File: config.mk
export PLATFORM = sky130hd
export DESIGN_NAME = lbtce_core
export DESIGN_NICKNAME = d
export VERILOG_FILES = /design/src/common/lbtce_pkg.sv /design/src/hdl/lbtce_core.sv /design/src/hdl/lbtce_pc_stack.sv
export SDC_FILE = /design/constraint.sdc
export NUM_CORES = 1
export LEC_CHECK = 0
export ABC_AREA = 1
export BUFFER_PORTS_ARGS = -buffer_cell sky130_fd_sc_hd__buf_2
export CAP_MARGIN = 10
export CORE_ASPECT_RATIO = 2
export CORE_MARGIN = 2
export CORE_UTILIZATION = 49
export DETAILED_ROUTE_END_ITERATION = 12
export HOLD_SLACK_MARGIN = 0.1
export PLACE_DENSITY_LB_ADDON = 0.08
export SYNTH_ARGS = -nofsm -noshare
export SYNTH_HDL_FRONTEND = slang
export SYNTH_SLANG_ARGS = --single-unit
File: constraint.sdc
create_clock -name MCLK_I -period 1.95 [get_ports MCLK_I]
set_input_delay 0.585 -clock MCLK_I [delete_from_list [all_inputs] [get_ports MCLK_I]]
set_output_delay 0.585 -clock MCLK_I [all_outputs]
set_load 0.02 [all_outputs]
File: src/common/lbtce_pkg.sv
// Overview of operation
// [RQ1] Literal AND into accumulator, zero flag only
// [RQ2] File AND, destination bit selects target
// [RQ3] Bit set forces one bit, no flags
// [RQ4] Skip next when tested bit is clear
// [RQ5] Skip next when tested bit is set
// [RQ6] Skipped slot executes as no operation
// [RQ7] Clear accumulator to zero, set zero flag
// [RQ8] Call pushes program counter plus one
// [RQ9] Call loads literal into counter low byte
// [RQ10] Call takes page bits, clears bit eight
// [RQ11] Call lasts two cycles, no flags
// [RQ12] Port read-modify-write uses pin levels
// [RQ13] Timer count write clears assigned prescaler
// [RQ14] Zero flag reflects eight-bit result
// [RQ15] Other instructions finish in one cycle
package lbtce_pkg;
  localparam logic [3:0]  OPC_AND_LIT    = 4'hE;
  localparam logic [3:0]  OPC_CALL       = 4'h9;
  localparam logic [3:0]  OPC_SET_BIT    = 4'h5;
  localparam logic [3:0]  OPC_SKIP_CLR   = 4'h6;
  localparam logic [3:0]  OPC_SKIP_SET   = 4'h7;
  localparam logic [5:0]  OPC_AND_FILE   = 6'h05;
  localparam logic [11:0] OPC_CLEAR_ACC  = 12'h040;
  localparam logic [11:0] OPC_NO_OP      = 12'h000;
  localparam logic [4:0]  TIMER_ADDR     = 5'h01;
  localparam int          STATUS_PAGE_LO = 5;
  localparam logic [7:0]  ACC_RESET      = 8'h00;
  localparam logic [10:0] PC_RESET       = 11'h000;
  localparam logic [10:0] PC_STEP        = 11'h001;
  localparam int          MCLK_PERIOD_NS = 4;
  localparam int          CALL_CYCLES    = 2;

  typedef struct packed {
    logic       valid;
    logic [11:0] word;
  } lbtce_instr_t;

  typedef struct packed {
    logic       we;
    logic [4:0] addr;
    logic [7:0] data;
  } lbtce_fwr_t;

  typedef enum {
    LBTCE_EXEC,
    LBTCE_FLUSH
  } lbtce_state_t;
endpackage : lbtce_pkg

File: src/hdl/lbtce_core.sv
module lbtce_core
  import lbtce_pkg::*;
(
  input  wire logic         MCLK_I,
  input  wire logic         RST_I,
  input  wire lbtce_instr_t INSTR_I,
  input  wire logic [10:0]  PC_I,
  input  wire logic [7:0]   STATUS_I,
  input  wire logic [7:0]   FILE_RDATA_I,
  input  wire logic [7:0]   PIN_LEVEL_I,
  input  wire logic         FILE_IS_PORT_I,
  input  wire logic         PRESCALER_ON_TIMER_I,
  output logic [4:0]        FILE_RADDR_O,
  output lbtce_fwr_t        FILE_WR_O,
  output logic [7:0]        ACC_O,
  output logic              ZERO_WE_O,
  output logic              ZERO_O,
  output logic              PC_LOAD_O,
  output logic [10:0]       PC_VALUE_O,
  output logic              STACK_PUSH_O,
  output logic [10:0]       STACK_TOP_O,
  output logic              SKIP_O,
  output logic              PRESCALER_CLR_O,
  output logic              BUSY_O
);
  lbtce_state_t state_r;
  lbtce_state_t state_nxt;
  logic [7:0]   acc_r;
  logic [7:0]   acc_nxt;
  lbtce_fwr_t   fwr_r;
  lbtce_fwr_t   fwr_nxt;
  logic         zwe_r;
  logic         zwe_nxt;
  logic         z_r;
  logic         z_nxt;
  logic         pcl_r;
  logic         pcl_nxt;
  logic [10:0]  pcv_r;
  logic [10:0]  pcv_nxt;
  logic         push_r;
  logic         push_nxt;
  logic [10:0]  push_data_nxt;
  logic         skip_r;
  logic         skip_nxt;
  logic         pclr_r;
  logic         pclr_nxt;
  logic         busy_r;
  logic         busy_nxt;
  logic [7:0]   operand;
  logic [11:0]  w;
  logic [2:0]   bsel;
  logic         exec;

  function automatic logic is_zero(input logic [7:0] v);
    return v == 8'h00;
  endfunction : is_zero

  assign w       = INSTR_I.word;
  assign bsel    = w[7:5];
  assign exec    = INSTR_I.valid && state_r == LBTCE_EXEC;
  assign FILE_RADDR_O = w[4:0];
  // [RQ12] Port pin sampling
  // Reading the pins avoids writing back stale latch bits of input pins.
  assign operand = FILE_IS_PORT_I ? PIN_LEVEL_I : FILE_RDATA_I;

  always_comb begin
    state_nxt     = LBTCE_EXEC;
    acc_nxt       = acc_r;
    fwr_nxt       = '0;
    zwe_nxt       = 1'b0;
    z_nxt         = z_r;
    pcl_nxt       = 1'b0;
    pcv_nxt       = pcv_r;
    push_nxt      = 1'b0;
    push_data_nxt = PC_I + PC_STEP;
    skip_nxt      = 1'b0;
    pclr_nxt      = 1'b0;
    if (exec) begin
      // [RQ15] Single cycle execution
      if (w[11:8] == OPC_AND_LIT) begin
        // [RQ1] Literal AND
        acc_nxt = acc_r & w[7:0];
        zwe_nxt = 1'b1;
        // [RQ14] Zero from result
        z_nxt   = is_zero(acc_r & w[7:0]);
      end else if (w[11:6] == OPC_AND_FILE) begin
        // [RQ2] File AND destination
        zwe_nxt = 1'b1;
        z_nxt   = is_zero(acc_r & operand);
        if (w[5]) begin
          fwr_nxt = '{we: 1'b1, addr: w[4:0], data: acc_r & operand};
        end else begin
          acc_nxt = acc_r & operand;
        end
      end else if (w[11:8] == OPC_SET_BIT) begin
        // [RQ3] Bit set
        fwr_nxt = '{we: 1'b1, addr: w[4:0], data: operand | (8'h01 << bsel)};
      end else if (w[11:8] == OPC_SKIP_CLR || w[11:8] == OPC_SKIP_SET) begin
        // [RQ4] Skip on clear
        // [RQ5] Skip on set
        if (FILE_RDATA_I[bsel] == w[8]) begin
          skip_nxt  = 1'b1;
          // [RQ6] Flush prefetched slot
          state_nxt = LBTCE_FLUSH;
        end
      end else if (w == OPC_CLEAR_ACC) begin
        // [RQ7] Clear accumulator
        acc_nxt = ACC_RESET;
        zwe_nxt = 1'b1;
        z_nxt   = 1'b1;
      end else if (w[11:8] == OPC_CALL) begin
        // [RQ8] Push return address
        push_nxt  = 1'b1;
        pcl_nxt   = 1'b1;
        // [RQ9] Literal to low byte
        // [RQ10] Page bits, bit eight cleared
        pcv_nxt   = {STATUS_I[STATUS_PAGE_LO+1:STATUS_PAGE_LO], 1'b0, w[7:0]};
        // [RQ11] Two cycle call
        state_nxt = LBTCE_FLUSH;
      end
      // [RQ13] Timer prescaler clear
      if (fwr_nxt.we && fwr_nxt.addr == TIMER_ADDR && PRESCALER_ON_TIMER_I) begin
        pclr_nxt = 1'b1;
      end
    end
    // Busy is registered so that the output comes from a flop, not from a state compare.
    busy_nxt = state_nxt == LBTCE_FLUSH;
  end

  always_ff @(posedge MCLK_I or posedge RST_I) begin
    if (RST_I) begin
      state_r <= LBTCE_EXEC;
      acc_r   <= ACC_RESET;
      fwr_r   <= '0;
      zwe_r   <= 1'b0;
      z_r     <= 1'b0;
      pcl_r   <= 1'b0;
      pcv_r   <= PC_RESET;
      push_r  <= 1'b0;
      skip_r  <= 1'b0;
      pclr_r  <= 1'b0;
      busy_r  <= 1'b0;
    end else begin
      state_r <= state_nxt;
      acc_r   <= acc_nxt;
      fwr_r   <= fwr_nxt;
      zwe_r   <= zwe_nxt;
      z_r     <= z_nxt;
      pcl_r   <= pcl_nxt;
      pcv_r   <= pcv_nxt;
      push_r  <= push_nxt;
      skip_r  <= skip_nxt;
      pclr_r  <= pclr_nxt;
      busy_r  <= busy_nxt;
    end
  end

  lbtce_pc_stack u_stack (
    .clk_i  (MCLK_I),
    .rst_i  (RST_I),
    .push_i (push_nxt),
    .data_i (push_data_nxt),
    .top_o  (STACK_TOP_O)
  );

  assign ACC_O           = acc_r;
  assign FILE_WR_O       = fwr_r;
  assign ZERO_WE_O       = zwe_r;
  assign ZERO_O          = z_r;
  assign PC_LOAD_O       = pcl_r;
  assign PC_VALUE_O      = pcv_r;
  assign STACK_PUSH_O    = push_r;
  assign SKIP_O          = skip_r;
  assign PRESCALER_CLR_O = pclr_r;
  assign BUSY_O          = busy_r;

  // [RQ6] Flush slot check
  a_skip_flush: assert property (@(posedge MCLK_I) disable iff (RST_I) SKIP_O |-> BUSY_O && !$past(BUSY_O)) // [RQ6]
    else $error("skip without flush slot");
  // [RQ11] Call length check
  a_call_two_cycle: assert property (@(posedge MCLK_I) disable iff (RST_I) PC_LOAD_O |-> BUSY_O ##1 !BUSY_O) // [RQ11]
    else $error("call not two cycles");
  // [RQ10] Page bits check
  a_call_page: assert property (@(posedge MCLK_I) disable iff (RST_I) // [RQ10]
    PC_LOAD_O |-> PC_VALUE_O[8] == 1'b0 && PC_VALUE_O[10:9] == $past(STATUS_I[6:5]))
    else $error("call page bits wrong");
  // [RQ9] Low byte check
  a_call_low: assert property (@(posedge MCLK_I) disable iff (RST_I) // [RQ9]
    PC_LOAD_O |-> PC_VALUE_O[7:0] == $past(w[7:0]))
    else $error("call low byte wrong");
  // [RQ8] Return address check
  a_push_ret: assert property (@(posedge MCLK_I) disable iff (RST_I) // [RQ8]
    STACK_PUSH_O |-> STACK_TOP_O == $past(PC_I) + PC_STEP && PC_LOAD_O)
    else $error("bad return address");
  // [RQ7] Clear check
  a_clear_acc: assert property (@(posedge MCLK_I) disable iff (RST_I) // [RQ7]
    exec && w == OPC_CLEAR_ACC |=> ACC_O == 8'h00 && ZERO_O && ZERO_WE_O)
    else $error("clear accumulator failed");
  // [RQ1] Literal AND check
  a_and_lit: assert property (@(posedge MCLK_I) disable iff (RST_I) // [RQ1]
    exec && w[11:8] == OPC_AND_LIT |=> ACC_O == ($past(acc_r) & $past(w[7:0])) && !FILE_WR_O.we)
    else $error("literal and wrong");
  // [RQ14] Zero flag check
  a_zero_flag: assert property (@(posedge MCLK_I) disable iff (RST_I) // [RQ14]
    ZERO_WE_O && !FILE_WR_O.we |-> ZERO_O == (ACC_O == 8'h00))
    else $error("zero flag mismatch");
  // [RQ3] Bit set check
  a_bit_set: assert property (@(posedge MCLK_I) disable iff (RST_I) // [RQ3]
    exec && w[11:8] == OPC_SET_BIT |=> FILE_WR_O.we && FILE_WR_O.data[$past(bsel)] && !ZERO_WE_O)
    else $error("bit set wrong");
  // [RQ13] Prescaler check
  a_prescale_clr: assert property (@(posedge MCLK_I) disable iff (RST_I) // [RQ13]
    PRESCALER_CLR_O |-> FILE_WR_O.we && FILE_WR_O.addr == TIMER_ADDR)
    else $error("prescaler clear spurious");

  c_skip: cover property (@(posedge MCLK_I) disable iff (RST_I) SKIP_O);
  c_call: cover property (@(posedge MCLK_I) disable iff (RST_I) PC_LOAD_O);
  c_file_and: cover property (@(posedge MCLK_I) disable iff (RST_I) FILE_WR_O.we && ZERO_WE_O);
  c_prescale: cover property (@(posedge MCLK_I) disable iff (RST_I) PRESCALER_CLR_O);
endmodule : lbtce_core

File: src/hdl/lbtce_pc_stack.sv
module lbtce_pc_stack
  import lbtce_pkg::*;
(
  input  wire logic        clk_i,
  input  wire logic        rst_i,
  input  wire logic        push_i,
  input  wire logic [10:0] data_i,
  output logic [10:0]      top_o
);
  logic [10:0] lvl0_r;
  logic [10:0] lvl1_r;
  logic [10:0] lvl0_nxt;
  logic [10:0] lvl1_nxt;

  // Two levels; a third push silently drops the oldest return address.
  always_comb begin
    lvl0_nxt = lvl0_r;
    lvl1_nxt = lvl1_r;
    if (push_i) begin
      lvl0_nxt = data_i;
      lvl1_nxt = lvl0_r;
    end
  end

  always_ff @(posedge clk_i or posedge rst_i) begin
    if (rst_i) begin
      lvl0_r <= PC_RESET;
      lvl1_r <= PC_RESET;
    end else begin
      lvl0_r <= lvl0_nxt;
      lvl1_r <= lvl1_nxt;
    end
  end

  always_ff @(posedge clk_i or posedge rst_i) begin
    if (rst_i) begin
      top_o <= PC_RESET;
    end else begin
      top_o <= lvl0_nxt;
    end
  end
endmodule : lbtce_pc_stack

==> metrics <==
DP HPWL=6160 um; clock sink total=49; core area=roughly 5700 um^2; Setup Viol. Count Final=0; crit path DAT=1.76 ns; ys flop type=dfrtp_1; M2 GR Usage=44.5%; cell area after synthesis=between 2000 and 3000 um^2; power per cell area=737 nW/um^2; met3 Use GR=about 3.9%; syn avg cell area=7.56 um^2; Final Max Tran Viols=0; final net count=~540; I/O pin total=108; Detailed Routing Iterations Pass 1=4; initial antenna violation count=0; CTS resizes=0; hold_buf cts=0; n_diodes=0; CTS tree=done; antenna-violating nets left=0; clk_lat worst skew=0.29 ns; outcome=finished clean; top post-synthesis cells by area=dfrtp_1, nand2_1, nor2_1; Die Area=~6500 um^2; Hold Crit Class=in2async; clock slew at reported path FFs=0.07 ns; CP startpoint kind=input port; drc violations=0; largest net degree at the start of global routing=50; min Tclk post-route=1.58 ns; starting density of the core=50.6%; Yosys cell types=36; Root Driver=clkbuf_16; number of buffers created by CTS=5; area growth from synthesis to layout=26.2%; Clock Tree Buf Depth=2; worst setup path startpoint=INSTR_I[11]; Yosys top cell area share=between 40% and 50%; Die Y=112 um; post-CTS setup buffers=0; max_cap viols=0; gr busiest metal=met2; met1 GRT Util=25.3%; post-synthesis async set-or-reset flop share=100%; num rows=39; Max Fanout on Critical Path=16; PortBufs=100; minimum hold slack=0.330 ns; Syn. warnings=0; Fin. Hold Viols=0; Seq/Total Area, Yosys=42.8%; DR WL/cell=about 14 um; LEAKAGE=slightly above 2 nW; vias in the first global route=2794; DR vias/cell=5.10; unrepaired setup endpoints after global routing=false; die span in x=about 58 um; GRT Resource Usage Total=25.3%; Mapped Cells=379; setup TNS=0 ns; IR drop worst, VDD=0.000796 V; Synth Register Bits=49; GR Overflow Total=0; gpl congestion=slightly above 0.9; first-pass GRT wire length=12500 um; CP Capture Type=flop; Max Clock Skew=0.00647 ns; number of synthesized flops with an enable pin=0; DR vias=2808; syn nets=432; kind of critical path=in2reg; worst r2r src=state_r[0]; Detailed Route WL=between 7000 and 8000 um; share of layout cells above drive strength 1=33.5%; f_max=634 MHz; Yosys top cell by area=dfrtp_1; Tcrit/Tclk final=about four fifths; critical path required time=2.14 ns; # H-tree levels=2; Initial DRC Count=190
## cell usage after synthesis, types with 2 or more instances
cell type / n
a21oi_1: 19
buf_2: 2
buf_4: 7
buf_6: 6
dfrtp_1: 49
inv_1: 36
inv_2: 4
nand2_1: 107
nand2_2: 5
nand2_4: 3
nand3_1: 24
nand3_2: 4
nand4_1: 4
nor2_1: 57
nor2_2: 2
nor3_1: 5
o21ai_0: 5
o21ai_1: 12
o21ai_2: 8
xor2_1: 4
## cell usage in the layout, fill, tap and decap left out, types with 5 or more instances in the layout
cell	instances
buf_2	100
o21ai_1	12
nand2_2	5
dfrtp_1	49
clkbuf_16	5
o21ai_2	8
nand2_1	107
nor3_1	5
o21ai_0	5
inv_2	5
buf_4	19
nand3_1	24
inv_1	35
a21oi_1	19
nor2_1	57
## cell type report
cell class                      count  area [um^2]
Fill cell                         535         2050
Inverter                           42          165
Clock buffer                        5          125
Tap cell                           61         76.3
Multi-Input combinational cell    270         1310
Timing Repair Buffer              121          683
Sequential cell                    49         1230
Clock inverter                      3         26.3
## flip-flops by register name, summed over array words and instances (netlist names)
register / cells
ZERO_WE_O: 1
STACK_PUSH_O: 1
ACC_O: 8
u_stack.lvl0_r: 11
PC_VALUE_O: 10
ZERO_O: 1
SKIP_O: 1
state_r: 1
FILE_WR_O: 14
PRESCALER_CLR_O: 1
## kinds of logic (layout without fill, tap and decap cells)
| group | Yosys count | after routing | share of synthesized area (%) |
|---|---|---|---|
| fa+ha+maj | 1 | 1 | 0.437 |
| buf+inv | 60 | 171 | 11.4 |
| simple gates | 217 | 217 | 34.1 |
| xor+xnor | 5 | 5 | 1.53 |
| compound gates | 46 | 46 | 9.56 |
| flops | 49 | 49 | 42.8 |
| other cells | 1 | 1 | 0.131 |
## report_power, final
part	internal, W	switching [W]	leakage, nW	total, W
Sequential	0.00112	0.0000507	0.653	0.00117
Clock	0.000484	0.000395	0.0680	0.000879
Combinational	0.000218	0.000399	1.35	0.000617
Total	0.00182	0.000845	2.07	0.00266
## metrics by stage
| stage | cells | worst slack, ns | instance area, um^2 | power, W | utilization (%) |
|---|---|---|---|---|---|
| 6_report | 551 | 0.372 | 3610 | 0.00266 | 63.9 |
| 5_1_grt | 551 | 0.243 | 3610 | 0.00280 | 63.9 |
| 4_1_cts | 551 | 0.377 | 3610 | 0.00270 | 63.9 |
| 3_5_place_dp | 543 | 0.0595 | 3460 | 0.00181 | 61.2 |
| 3_3_place_gp | 543 | 0.0770 | 3460 | 0.00180 | 61.2 |
| 2_1_floorplan | 379 | 0.192 | 2870 | 0.00156 | - |
## worst max-delay path, stage by stage
cell and delay (ns):
buf_2 0.10, nor2_1 0.18, nand3_2 0.25, nand2_1 0.15, nand2_2 0.08, nand2_4 0.09
nand2_4 0.14, nand2_1 0.12, o21ai_2 0.05
## worst paths after layout
| check | endpoint | slack (ns) | depth (start not counted) |
|---|---|---|---|
| worst max-delay path | ACC_O[4] | 0.37 | 9 |
| worst min-delay path | FILE_WR_O[1] | 0.33 | 3 |
| worst max register to register | u_stack.lvl0_r[6] | 0.62 | 8 |
| worst min register to register | PC_VALUE_O[9] | 0.47 | 2 |
| max in group asynchronous | FILE_WR_O[11] | 1.39 | 3 |
| min in group MCLK_I | PC_VALUE_O[9] | 0.47 | 2 |
## routing by layer
metal,part of all wire (%),wire length [um]
met3,4.5,345
met2,54,4160
met4,7.6,589
met5,0,0
met1,34,2610
No activity file was read; power rests on OpenSTA's default activity.
